===== config.mk =====
export PLATFORM = sky130hd
export DESIGN_NAME = uic_top
export DESIGN_NICKNAME = d
export VERILOG_FILES = /design/src/verilog/uic_pkg.sv /design/src/verilog/uic_avg_if.sv /design/src/verilog/uic_top.sv /design/src/verilog/uic_avg.sv
export SDC_FILE = /design/constraint.sdc
export NUM_CORES = 2
export LEC_CHECK = 0
export BUFFER_PORTS_ARGS = -buffer_cell sky130_fd_sc_hd__buf_2
export CAP_MARGIN = 10
export CELL_PAD_IN_SITES_DETAIL_PLACEMENT = 1
export CELL_PAD_IN_SITES_GLOBAL_PLACEMENT = 1
export CORE_ASPECT_RATIO = 0.5
export CORE_MARGIN = 2
export CORE_UTILIZATION = 53
export CTS_CLUSTER_DIAMETER = 120
export DETAILED_ROUTE_END_ITERATION = 6
export PLACE_DENSITY = 0.93
export SYNTH_ARGS = -nofsm -noshare
export SYNTH_HDL_FRONTEND = slang
export SYNTH_SLANG_ARGS = --single-unit

===== constraint.sdc =====
create_clock -name i_clock -period 242.3 [get_ports i_clock]
set_clock_uncertainty 0.2 [all_clocks]
set_input_delay 24.23 -clock i_clock [delete_from_list [all_inputs] [get_ports i_clock]]
set_output_delay 24.23 -clock i_clock [all_outputs]
set_load 0.01 [all_outputs]

===== src/verilog/uic_pkg.sv =====
// Constants and types for the universal input conditioner
// Notes on behaviour
// - Type selector: 0 off, 1 voltage, 2 current, 3 digital, 4 frequency, 5 PWM, 6 resistive.
// - Range bit only for voltage (5 V/10 V) and current (0-20/4-20 mA).
// - Pull-down 10 kOhm only for voltage 0-5 V when enabled; else high impedance.
// - Notch select only for voltage/current: off, 50 Hz, 60 Hz, both.
// - Hold range limits; flag diagnostics when value leaves error min or max.
// - Digital type drives pull network: none, pull-up, pull-down.
// - Logic mode: 0 unused, 1 normal, 2 inverse, 3 latched, 4 inverse latched.
// - Normal mode reports 1 while input on, 0 while off.
// - Inverse mode reports 0 while input on, 1 while off.
// - Latched mode toggles state on every off-to-on transition.
// - Inverse latched mode toggles state on every on-to-off transition.
// - Frequency/PWM edge glitch filter: off, 111 ns, 1.78 us, 14.22 us.
// - Nonzero edges per turn reports frequency as RPM instead of hertz.
// - Analog data filter: none, moving average, repeating average.
// - No filter reports the latest raw sample.
// - Moving average every 1 ms: value plus difference over filter constant.
// - Repeating average sums every 1 ms, outputs sum over N, then clears.
// - Error clears only once value is back inside by the hysteresis.
package uic_pkg;
  localparam logic [2:0] TYPE_OFF  = 3'h0;
  localparam logic [2:0] TYPE_VOLT = 3'h1;
  localparam logic [2:0] TYPE_CURR = 3'h2;
  localparam logic [2:0] TYPE_DIG  = 3'h3;
  localparam logic [2:0] TYPE_FREQ = 3'h4;
  localparam logic [2:0] TYPE_PWM  = 3'h5;
  localparam logic [2:0] TYPE_RES  = 3'h6;

  localparam logic [2:0] LOGIC_NONE    = 3'h0;
  localparam logic [2:0] LOGIC_NORMAL  = 3'h1;
  localparam logic [2:0] LOGIC_INVERSE = 3'h2;
  localparam logic [2:0] LOGIC_LATCH   = 3'h3;
  localparam logic [2:0] LOGIC_INV_LAT = 3'h4;

  localparam logic [1:0] PULL_NONE = 2'h0;
  localparam logic [1:0] PULL_UP   = 2'h1;
  localparam logic [1:0] PULL_DOWN = 2'h2;

  localparam logic [1:0] DFLT_NONE   = 2'h0;
  localparam logic [1:0] DFLT_MOVING = 2'h1;
  localparam logic [1:0] DFLT_REPEAT = 2'h2;

  localparam int CLK_HZ        = 25000000;
  localparam int CLK_PERIOD_PS = 40000;
  localparam int TICK_TIME_US  = 1000;
  localparam int TICK_CYCLES   = CLK_HZ / 1000000 * TICK_TIME_US;
  localparam int SEC_PER_MIN   = 60;
  localparam int DUTY_SCALE    = 1000;

  // Least pulse widths, rounded up to whole cycles
  localparam int GLITCH1_PS = 111000;
  localparam int GLITCH2_PS = 1780000;
  localparam int GLITCH3_PS = 14220000;
  localparam logic [8:0] GLITCH1_CYC = 9'((GLITCH1_PS + CLK_PERIOD_PS - 1) / CLK_PERIOD_PS);
  localparam logic [8:0] GLITCH2_CYC = 9'((GLITCH2_PS + CLK_PERIOD_PS - 1) / CLK_PERIOD_PS);
  localparam logic [8:0] GLITCH3_CYC = 9'((GLITCH3_PS + CLK_PERIOD_PS - 1) / CLK_PERIOD_PS);

  localparam logic [15:0] VALUE_RST = 16'h0000;
  localparam logic [19:0] PER_MAX   = 20'hFFFFF;
endpackage


===== src/verilog/uic_avg_if.sv =====
// Link between the conditioner and its averaging filter
`timescale 1ns/1ps
interface uic_avg_if;
  logic        tick;    // 1 ms step
  logic [1:0]  mode;    // Data filter select
  logic [7:0]  k;       // Filter constant / N
  logic [15:0] sample;  // Latest raw sample
  logic [15:0] value;   // Filtered value
  modport src (output tick, output mode, output k, output sample, input value);
  modport flt (input tick, input mode, input k, input sample, output value);
endinterface


===== src/verilog/uic_top.sv =====
// Universal input conditioner: type decode, digital, pulse and analog paths
`timescale 1ns/1ps
module uic_top
  import uic_pkg::*;
#(
  parameter int TICK_LEN = TICK_CYCLES  // Cycles per 1 ms step
)
(
  input  wire logic        i_clock,          // 25 MHz clock
  input  wire logic        i_rst,            // Async reset, high
  input  wire logic [2:0]  i_input_type,     // Input type select
  input  wire logic        i_range_sel,      // Range select
  input  wire logic        i_pull_down_en,   // 10k load request
  input  wire logic [1:0]  i_analog_filter,  // Notch select
  input  wire logic [15:0] i_range_min,      // Range minimum
  input  wire logic [15:0] i_range_max,      // Range maximum
  input  wire logic [15:0] i_error_min,      // Error low threshold
  input  wire logic [15:0] i_error_max,      // Error high threshold
  input  wire logic [15:0] i_error_hyst,     // Error clear hysteresis
  input  wire logic [1:0]  i_pull_sel,       // Digital pull network
  input  wire logic [2:0]  i_logic_mode,     // Digital logic mode
  input  wire logic [15:0] i_debounce_cyc,   // Digital debounce cycles
  input  wire logic [1:0]  i_glitch_sel,     // Edge glitch filter select
  input  wire logic [7:0]  i_edges_per_turn, // Pulses per revolution
  input  wire logic [1:0]  i_data_filter,    // Data filter select
  input  wire logic [7:0]  i_filter_const,   // Data filter constant
  input  wire logic [15:0] i_sample,         // Converter sample
  input  wire logic        i_sample_valid,   // Sample strobe
  input  wire logic        i_pin,            // Raw input pin level
  output logic             o_range_10v,      // Voltage 0-10 V range
  output logic             o_range_4ma,      // Current 4-20 mA range
  output logic             o_load_10k,       // 10k pull-down connected
  output logic             o_pull_up,        // Digital pull-up on
  output logic             o_pull_down,      // Digital pull-down on
  output logic             o_notch_50,       // 50 Hz rejection on
  output logic             o_notch_60,       // 60 Hz rejection on
  output logic             o_dig_state,      // Reported digital state
  output logic [15:0]      o_value,          // Reported value
  output logic             o_in_range,       // Value within range limits
  output logic             o_err_low,        // Below error minimum
  output logic             o_err_high        // Above error maximum
);
  uic_avg_if avg ();

  logic        pin_s1;
  logic        pin_s2;
  logic        deb_level;
  logic [15:0] deb_cnt;
  logic        deb_prev;
  logic        gl_level;
  logic [8:0]  gl_cnt;
  logic [8:0]  gl_limit;
  logic        gl_prev;
  logic [19:0] per_cnt;
  logic [19:0] hi_cnt;
  logic [15:0] meas;
  logic [15:0] next_meas;
  logic [15:0] raw;
  logic [15:0] tick_cnt;
  logic        tick;
  logic        is_analog;
  logic        is_pulse;
  logic        pulse_rise;
  logic [15:0] value_sel;
  logic [16:0] low_clear;
  logic [16:0] high_clear;

  assign is_analog  = (i_input_type == TYPE_VOLT) || (i_input_type == TYPE_CURR);
  assign is_pulse   = (i_input_type == TYPE_FREQ) || (i_input_type == TYPE_PWM);
  assign pulse_rise = gl_level && !gl_prev;

  // Pin synchroniser
  always_ff @(posedge i_clock or posedge i_rst)
  begin
    if (i_rst)
    begin
      pin_s1 <= 1'b0;
      pin_s2 <= 1'b0;
    end
    else
    begin
      pin_s1 <= i_pin;
      pin_s2 <= pin_s1;
    end
  end

  // Front-end selects, registered
  always_ff @(posedge i_clock or posedge i_rst)
  begin
    if (i_rst)
    begin
      o_range_10v <= 1'b0;
      o_range_4ma <= 1'b0;
      o_load_10k  <= 1'b0;
      o_pull_up   <= 1'b0;
      o_pull_down <= 1'b0;
      o_notch_50  <= 1'b0;
      o_notch_60  <= 1'b0;
    end
    else
    begin
      o_range_10v <= (i_input_type == TYPE_VOLT) && i_range_sel;
      o_range_4ma <= (i_input_type == TYPE_CURR) && i_range_sel;
      o_load_10k  <= (i_input_type == TYPE_VOLT) && !i_range_sel && i_pull_down_en;
      o_pull_up   <= (i_input_type == TYPE_DIG) && (i_pull_sel == PULL_UP);
      o_pull_down <= (i_input_type == TYPE_DIG) && (i_pull_sel == PULL_DOWN);
      o_notch_50  <= is_analog && i_analog_filter[0];
      o_notch_60  <= is_analog && i_analog_filter[1];
    end
  end

  // Digital debounce
  always_ff @(posedge i_clock or posedge i_rst)
  begin
    if (i_rst)
    begin
      deb_level <= 1'b0;
      deb_cnt   <= 16'h0000;
    end
    else if (pin_s2 == deb_level)
      deb_cnt <= 16'h0000;
    else if (deb_cnt >= i_debounce_cyc)
    begin
      deb_level <= pin_s2;
      deb_cnt   <= 16'h0000;
    end
    else
      deb_cnt <= deb_cnt + 16'h0001;
  end

  // Digital logic modes
  always_ff @(posedge i_clock or posedge i_rst)
  begin
    if (i_rst)
    begin
      deb_prev    <= 1'b0;
      o_dig_state <= 1'b0;
    end
    else
    begin
      deb_prev <= deb_level;
      if (i_input_type != TYPE_DIG)
        o_dig_state <= 1'b0;
      else
      begin
        case (i_logic_mode)
          LOGIC_NORMAL:  o_dig_state <= deb_level;
          LOGIC_INVERSE: o_dig_state <= !deb_level;
          LOGIC_LATCH:   o_dig_state <= o_dig_state ^ (deb_level && !deb_prev);
          LOGIC_INV_LAT: o_dig_state <= o_dig_state ^ (!deb_level && deb_prev);
          default:       o_dig_state <= 1'b0;
        endcase
      end
    end
  end

  // Edge glitch filter
  always_comb
  begin
    case (i_glitch_sel)
      2'h1:    gl_limit = GLITCH1_CYC;
      2'h2:    gl_limit = GLITCH2_CYC;
      2'h3:    gl_limit = GLITCH3_CYC;
      default: gl_limit = 9'h000;
    endcase
  end

  always_ff @(posedge i_clock or posedge i_rst)
  begin
    if (i_rst)
    begin
      gl_level <= 1'b0;
      gl_cnt   <= 9'h000;
      gl_prev  <= 1'b0;
    end
    else
    begin
      gl_prev <= gl_level;
      if (pin_s2 == gl_level)
        gl_cnt <= 9'h000;
      else if (gl_cnt + 9'h001 >= gl_limit)
      begin
        gl_level <= pin_s2;
        gl_cnt   <= 9'h000;
      end
      else
        gl_cnt <= gl_cnt + 9'h001;
    end
  end

  // Frequency, RPM or duty from the last full period
  always_comb
  begin
    logic [31:0] num;
    logic [31:0] den;
    logic [31:0] quo;
    num = 32'h00000000;
    den = 32'h00000000;
    quo = 32'h00000000;
    if (i_input_type == TYPE_PWM)
    begin
      num = 32'(hi_cnt) * 32'(DUTY_SCALE);
      den = {12'h000, per_cnt};
    end
    else if (i_edges_per_turn != 8'h00)
    begin
      num = 32'(CLK_HZ * SEC_PER_MIN);
      den = 32'(per_cnt) * 32'(i_edges_per_turn);
    end
    else
    begin
      num = 32'(CLK_HZ);
      den = {12'h000, per_cnt};
    end
    if (den != 32'h00000000 && per_cnt != PER_MAX)
      quo = num / den;
    next_meas = (quo > 32'h0000FFFF) ? 16'hFFFF : quo[15:0];
  end

  always_ff @(posedge i_clock or posedge i_rst)
  begin
    if (i_rst)
    begin
      per_cnt <= 20'h00000;
      hi_cnt  <= 20'h00000;
      meas    <= 16'h0000;
    end
    else if (pulse_rise)
    begin
      meas    <= next_meas;
      per_cnt <= 20'h00001;
      hi_cnt  <= 20'h00001;
    end
    else
    begin
      if (per_cnt != PER_MAX)
        per_cnt <= per_cnt + 20'h00001;
      else
        meas <= 16'h0000;
      if (gl_level && hi_cnt != PER_MAX)
        hi_cnt <= hi_cnt + 20'h00001;
    end
  end

  // Latest raw sample from converter or timer
  always_ff @(posedge i_clock or posedge i_rst)
  begin
    if (i_rst)
      raw <= VALUE_RST;
    else if (i_input_type == TYPE_OFF || i_input_type == TYPE_DIG)
      raw <= VALUE_RST;
    else if (is_pulse)
      raw <= meas;
    else if (i_sample_valid)
      raw <= i_sample;
  end

  // 1 ms step
  always_ff @(posedge i_clock or posedge i_rst)
  begin
    if (i_rst)
      tick_cnt <= 16'h0000;
    else if (tick)
      tick_cnt <= 16'h0000;
    else
      tick_cnt <= tick_cnt + 16'h0001;
  end

  assign tick       = (tick_cnt == 16'(TICK_LEN - 1));
  assign avg.tick   = tick;
  assign avg.mode   = is_analog ? i_data_filter : DFLT_NONE;
  assign avg.k      = i_filter_const;
  assign avg.sample = raw;

  uic_avg u_avg (
    .i_clock (i_clock),
    .i_rst   (i_rst),
    .bus     (avg.flt)
  );

  assign value_sel = (is_analog && (i_data_filter == DFLT_MOVING || i_data_filter == DFLT_REPEAT))
                     ? avg.value : raw;
  assign low_clear  = {1'b0, i_error_min} + {1'b0, i_error_hyst};
  assign high_clear = {1'b0, i_error_max} - {1'b0, i_error_hyst};

  // Reported value, range and errors with clear hysteresis
  always_ff @(posedge i_clock or posedge i_rst)
  begin
    if (i_rst)
    begin
      o_value    <= VALUE_RST;
      o_in_range <= 1'b0;
      o_err_low  <= 1'b0;
      o_err_high <= 1'b0;
    end
    else
    begin
      o_value    <= value_sel;
      o_in_range <= (value_sel >= i_range_min) && (value_sel <= i_range_max);
      if (i_input_type == TYPE_OFF || i_input_type == TYPE_DIG)
      begin
        o_err_low  <= 1'b0;
        o_err_high <= 1'b0;
      end
      else
      begin
        if (value_sel < i_error_min)
          o_err_low <= 1'b1;
        else if ({1'b0, value_sel} >= low_clear)
          o_err_low <= 1'b0;
        if (value_sel > i_error_max)
          o_err_high <= 1'b1;
        else if (high_clear[16] || {1'b0, value_sel} <= high_clear)
          o_err_high <= 1'b0;
      end
    end
  end

  AST_TYPE_OFF_QUIET: assert property (@(posedge i_clock) disable iff (i_rst)
    (i_input_type == TYPE_OFF) [*2] |=> (o_value == 16'h0000 && !o_dig_state))
    else $error("disabled input still reports");
  AST_LOAD_ONLY_5V: assert property (@(posedge i_clock) disable iff (i_rst)
    o_load_10k |-> $past(i_input_type) == TYPE_VOLT && !$past(i_range_sel))
    else $error("10k load outside voltage 0-5 V");
  AST_NOTCH_ANALOG: assert property (@(posedge i_clock) disable iff (i_rst)
    (o_notch_50 || o_notch_60) |-> ($past(is_analog) && $past(i_analog_filter) != 2'h0))
    else $error("notch active outside analog type");
  AST_PULL_DIGITAL: assert property (@(posedge i_clock) disable iff (i_rst)
    (o_pull_up || o_pull_down) |-> $past(i_input_type) == TYPE_DIG && !(o_pull_up && o_pull_down))
    else $error("pull network outside digital type");
  AST_NORMAL_FOLLOW: assert property (@(posedge i_clock) disable iff (i_rst)
    (i_input_type == TYPE_DIG && i_logic_mode == LOGIC_NORMAL) |=> o_dig_state == $past(deb_level))
    else $error("normal mode state wrong");
  AST_INVERSE_FOLLOW: assert property (@(posedge i_clock) disable iff (i_rst)
    (i_input_type == TYPE_DIG && i_logic_mode == LOGIC_INVERSE) |=> o_dig_state != $past(deb_level))
    else $error("inverse mode state wrong");
  AST_LATCH_TOGGLE: assert property (@(posedge i_clock) disable iff (i_rst)
    (i_input_type == TYPE_DIG && i_logic_mode == LOGIC_LATCH && deb_level && !deb_prev)
    |=> o_dig_state != $past(o_dig_state))
    else $error("latched mode missed toggle");
  AST_INV_LATCH_HOLD: assert property (@(posedge i_clock) disable iff (i_rst)
    (i_input_type == TYPE_DIG && i_logic_mode == LOGIC_INV_LAT && !(deb_prev && !deb_level))
    |=> o_dig_state == $past(o_dig_state))
    else $error("inverse latched mode changed without fall");
  AST_DEBOUNCE_HOLD: assert property (@(posedge i_clock) disable iff (i_rst)
    (pin_s2 != deb_level && deb_cnt < i_debounce_cyc) |=> deb_level == $past(deb_level))
    else $error("debounce accepted early");
  AST_ERR_LOW_SET: assert property (@(posedge i_clock) disable iff (i_rst)
    (is_analog && value_sel < i_error_min) |=> o_err_low)
    else $error("low error not raised");
  AST_ERR_LOW_HYST: assert property (@(posedge i_clock) disable iff (i_rst)
    (o_err_low && is_analog && {1'b0, value_sel} < low_clear) |=> o_err_low)
    else $error("low error cleared inside hysteresis");
  AST_RAW_NO_FILTER: assert property (@(posedge i_clock) disable iff (i_rst)
    (i_input_type == TYPE_VOLT && i_data_filter == DFLT_NONE && i_sample_valid)
    ##1 (i_input_type == TYPE_VOLT && i_data_filter == DFLT_NONE)
    |=> o_value == $past(i_sample, 2))
    else $error("unfiltered value not latest sample");
endmodule // uic_top


===== src/verilog/uic_avg.sv =====
// Moving and repeating average filter on the 1 ms step
`timescale 1ns/1ps
module uic_avg
  import uic_pkg::*;
(
  input  wire logic i_clock,  // System clock
  input  wire logic i_rst,    // Async reset, high
  uic_avg_if.flt    bus       // Filter side
);
  logic [23:0]        sum;
  logic [7:0]         cnt;
  logic [7:0]         k_eff;
  logic [23:0]        sum_add;
  logic signed [16:0] diff;
  logic signed [16:0] step;

  assign k_eff   = (bus.k == 8'h00) ? 8'h01 : bus.k;
  assign sum_add = sum + {8'h00, bus.sample};
  assign diff    = $signed({1'b0, bus.sample}) - $signed({1'b0, bus.value});
  assign step    = diff / $signed({9'h000, k_eff});

  always_ff @(posedge i_clock or posedge i_rst)
  begin
    if (i_rst)
    begin
      bus.value <= VALUE_RST;
      sum       <= 24'h000000;
      cnt       <= 8'h00;
    end
    else if (bus.tick)
    begin
      case (bus.mode)
        DFLT_MOVING:
        begin
          bus.value <= 16'($signed({1'b0, bus.value}) + step);
          sum       <= 24'h000000;
          cnt       <= 8'h00;
        end
        DFLT_REPEAT:
        begin
          if (cnt + 8'h01 >= k_eff)
          begin
            bus.value <= 16'(sum_add / {16'h0000, k_eff});
            sum       <= 24'h000000;
            cnt       <= 8'h00;
          end
          else
          begin
            sum <= sum_add;
            cnt <= cnt + 8'h01;
          end
        end
        default:
        begin
          bus.value <= bus.sample;
          sum       <= 24'h000000;
          cnt       <= 8'h00;
        end
      endcase
    end
  end

  AST_REPEAT_CLEAR: assert property (@(posedge i_clock) disable iff (i_rst)
    (bus.tick && bus.mode == DFLT_REPEAT && cnt + 8'h01 >= k_eff) |=> (sum == 24'h000000 && cnt == 8'h00))
    else $error("repeating average did not clear");
endmodule // uic_avg


==> results of run 1 <==
-- per-stage QoR --
stage	worst slack [ns]	cells	hold slack, ns	util [%]	area [um^2]
3_3_place_gp	86.80	10203	0.134	56.2	66700
4_1_cts	73.45	10235	0.157	56.7	67300
3_5_place_dp	75.77	10203	0.151	56.2	66700
2_1_floorplan	97.25	8580	0.131	-	63700
-- cell families after synthesis --
kind of cell	synth area share (%)
xor+xnor	6.60
simple gates	23.8
compound gates	23.9
flops	7.62
mux	4.93
buf+inv	5.38
fa+ha+maj	27.7
other cells	0.00588
-- per-layer routing --
| metal | track usage [%] | GRT overflow |
|---|---|---|
| met4 | 53.5 | 104 |
| met5 | 56.3 | 3 |
| met1 | 73.4 | 73 |
| met2 | 84.0 | 201 |
| met3 | 60.2 | 63 |
==> out/results.ini, run 1 <==
[yosys]
ys_async_sr_fraction_pct=100
synth_area_leader_cell=ha_1
synth_edf_count=0
synth.cell_area_mm2=0.0637
synth_cells=8580
seq_area_frac_synth_pct=7.62
synth_ff_type=dfrtp_1
ys_ff_latch=194
yosys-top-cells-count=ha_1, nor2_1, nand2_1
synthDominantCellAreaShare_pct=21.9
syn_area_per_cell_um2=7.43
synth.distinct_cells=120
synthesis.nets=10026
yosysMostFrequentCell=ha_1
synthTopCellsByArea=ha_1, dfrtp_1, fa_1, o21a_1, nor2_1
yosysWarnings=0

[place]
gp_congestion=0.966
dpl.hpwl_um=203000
port-buffer-count=174

[global_route]
antenna_found_initial=83
grt_max_degree=79
grt-ovfl-total=444
grtUsageTotal_pct=70.5

[clock_network]
cts_made_buffers=17
clkSinkCount=194
htreeDepth=4
clk_path_buf_depth=2
post-cts-setup-buffers=0
cts_resized=0
root_buffer=clkbuf_16
cts_hold_buffers=0

[floorplan]
rows=89
chipHeight_um=249
pin_count=175
die_w_um=494
initial_utilization_pct=53.7

[status]
lastStage=5_1_grt
status=stopped before the end
tool.error=[ERROR GRT-0232] Routing congestion too high. Check the congestion heatmap in the GUI.

==> run 2, diff against run 1 <==
--- a/config.mk
+++ b/config.mk
@@ -7,14 +7,10 @@
 export LEC_CHECK = 0
 export BUFFER_PORTS_ARGS = -buffer_cell sky130_fd_sc_hd__buf_2
 export CAP_MARGIN = 10
-export CELL_PAD_IN_SITES_DETAIL_PLACEMENT = 1
-export CELL_PAD_IN_SITES_GLOBAL_PLACEMENT = 1
-export CORE_ASPECT_RATIO = 0.5
 export CORE_MARGIN = 2
-export CORE_UTILIZATION = 53
-export CTS_CLUSTER_DIAMETER = 120
+export CORE_UTILIZATION = 40
 export DETAILED_ROUTE_END_ITERATION = 6
-export PLACE_DENSITY = 0.93
+export PLACE_DENSITY_LB_ADDON = 0.15
 export SYNTH_ARGS = -nofsm -noshare
 export SYNTH_HDL_FRONTEND = slang
 export SYNTH_SLANG_ARGS = --single-unit
==> out/results.ini, run 2 <==
[clock_network]
cts_made_buffers=17
root_buffer=clkbuf_16
clkSinkCount=194
htreeDepth=4
cts_hold_buffers=0
cts_tree=yes
insertion_delay_ns=0.55
cts_resized=0
clk_path_buf_depth=2
path_clk_slew_ns=0.09
post-cts-setup-buffers=0

[global_route]
grt_pass1_wl_um=332000
grt-ovfl-total=0
grtUsageTotal_pct=25.3
grt_pass1_vias=60304
grt_max_degree=102
antenna_found_initial=5

[sta]
timing.fmax_mhz=6.22
report.final.slew_viol_count=0
rsz0062_at_grt=false
fin_crit_ns=160.77
hold_viol=0
slew_headroom_pct=23.2
tns_ns=0
post-route-period-util_pct=66.4
finalSetupViolations=0
worst_slew_pin_slew_ns=1.15

[floorplan]
die_w_um=403
pin_count=175
initial_utilization_pct=40.2
rows=146
core_area_mm2=0.158
chipHeight_um=403
dieArea_mm2=0.163

[finish]
area_delta_synth_final_pct=6.69
top_regs=u_avg.sum: 24 flops, hi_cnt: 20 flops, per_cnt: 20 flops
drive_above_1_share_pct=8.01
largest_register=u_avg.sum
final_common_cell=ha_1
largest_register_ff_count=24
final_cell_mix=ha_1, nor2_1, nand2_1, inv_1, a21oi_1
stdcell_count=10732
layout.nets=10090

[worst_setup_path]
crit_path_start_kind=input port
cpPeakStageDelay_ns=0.78
critical_path_arrival_ns=161.02
r2r_start=per_cnt[3]
cp_slowest_cell=nor2_4
path_class=in2reg
cp_max_fo=42
end_kind=register
startpoint=i_edges_per_turn[7]
cpMostUsedCell=o21a_1
cp.required_ns=242.55

[yosys]
synth_area_leader_cell=ha_1
synthTopCellsByArea=ha_1, dfrtp_1, fa_1, o21a_1, nor2_1
synthDominantCellAreaShare_pct=21.9
synth_ff_type=dfrtp_1
synth.cell_area_mm2=0.0637
ys_ff_latch=194
yosysMostFrequentCell=ha_1
synth_cells=8580
seq_area_frac_synth_pct=7.62
yosys-top-cells-count=ha_1, nor2_1, nand2_1
ys_async_sr_fraction_pct=100
synth_edf_count=0
synthesis.nets=10026
syn_area_per_cell_um2=7.43
yosysWarnings=0
synth.distinct_cells=120

[place]
gp_congestion=0.923
port-buffer-count=174
dpl.hpwl_um=166000
dp_cells=10697

[routing]
first_iter_violations=3975
dr.pass1.iters=6
drt-wirelength-per-cell_um=19.4
routed_via_density=5.78
ant_nets=0
num_vias=62077
drc=0
routed_wl_um=208000

[status]
status=completed

[run]
cap_violations=0

[min_path]
hp-start=pin_s1
worstHoldPathType=reg2reg

## run 2: cell counts after synthesis
No cell type changed its count.
## run 2: final cells by class
type	count	area (um^2)
fill	16305	90400
multi-input combinational	7483	55800
sequential	194	4850
tap	2072	2590
inverter	670	2520
timing repair buffer	278	1650
clock buffer	17	425
clock inverter	15	196
antenna	3	7.51
## run 2: path summary, 6_finish.rpt
path | to | slack (ns) | cells past startpoint
worst min-delay path | pin_s2 | 0.16 | 0
worst min register to register | pin_s2 | 0.16 | 0
max in group asynchronous | o_value[1] | 216.91 | 3
worst max-delay path | meas[0] | 81.53 | 934
worst max register to register | meas[0] | 104.81 | 710
min in group asynchronous | deb_level | 23.61 | 2
## run 2: critical path: cells and delay by family
kind	cells	cell delay, ns
AND/OR/NAND/NOR	223	33.35
AO/OA/AOI/OAI	597	117.61
XOR/XNOR	1	0.09
buffers and inverters	50	7.75
multiplexers	19	5.78
adder cells (fa/ha/maj)	44	14.44
## run 2: per-stage QoR
step / setup WS [ns] / util, % / hold WS (ns) / instance area, um^2
2_1_floorplan: 97.25 / - / 0.131 / 63700
3_3_place_gp: 86.70 / 42.5 / 0.139 / 67400
3_5_place_dp: 83.04 / 42.5 / 0.145 / 67400
4_1_cts: 83.10 / 42.9 / 0.165 / 68000
5_1_grt: 67.18 / 42.9 / 0.173 / 68000
6_report: 81.53 / 42.9 / 0.159 / 68000
## run 2: logic make-up (layout without fill, tap and decap cells)
kind of cell | Yosys count | count (layout) | synth area share [%]
compound gates | 2336 | 2336 | 23.9
xor+xnor | 480 | 480 | 6.60
fa+ha+maj | 1300 | 1300 | 27.7
buf+inv | 903 | 980 | 5.38
flops | 194 | 194 | 7.62
mux | 288 | 288 | 4.93
other cells | 1 | 4 | 0.00588
simple gates | 3078 | 3078 | 23.8
## run 2: per-layer routing
metal / vias up / GRT usage [%] / routed length (um)
li1: 31131 / - / -
met1: 29420 / 33.0 / 95000
met2: 1254 / 44.7 / 100000
met3: 272 / 1.97 / 7570
met4: 0 / 6.88 / 5420
met5: - / 0 / 0
Power of run 2 is not shown: default switching activity piles up to over one toggle a cycle in this logic, so the estimate is an artifact.
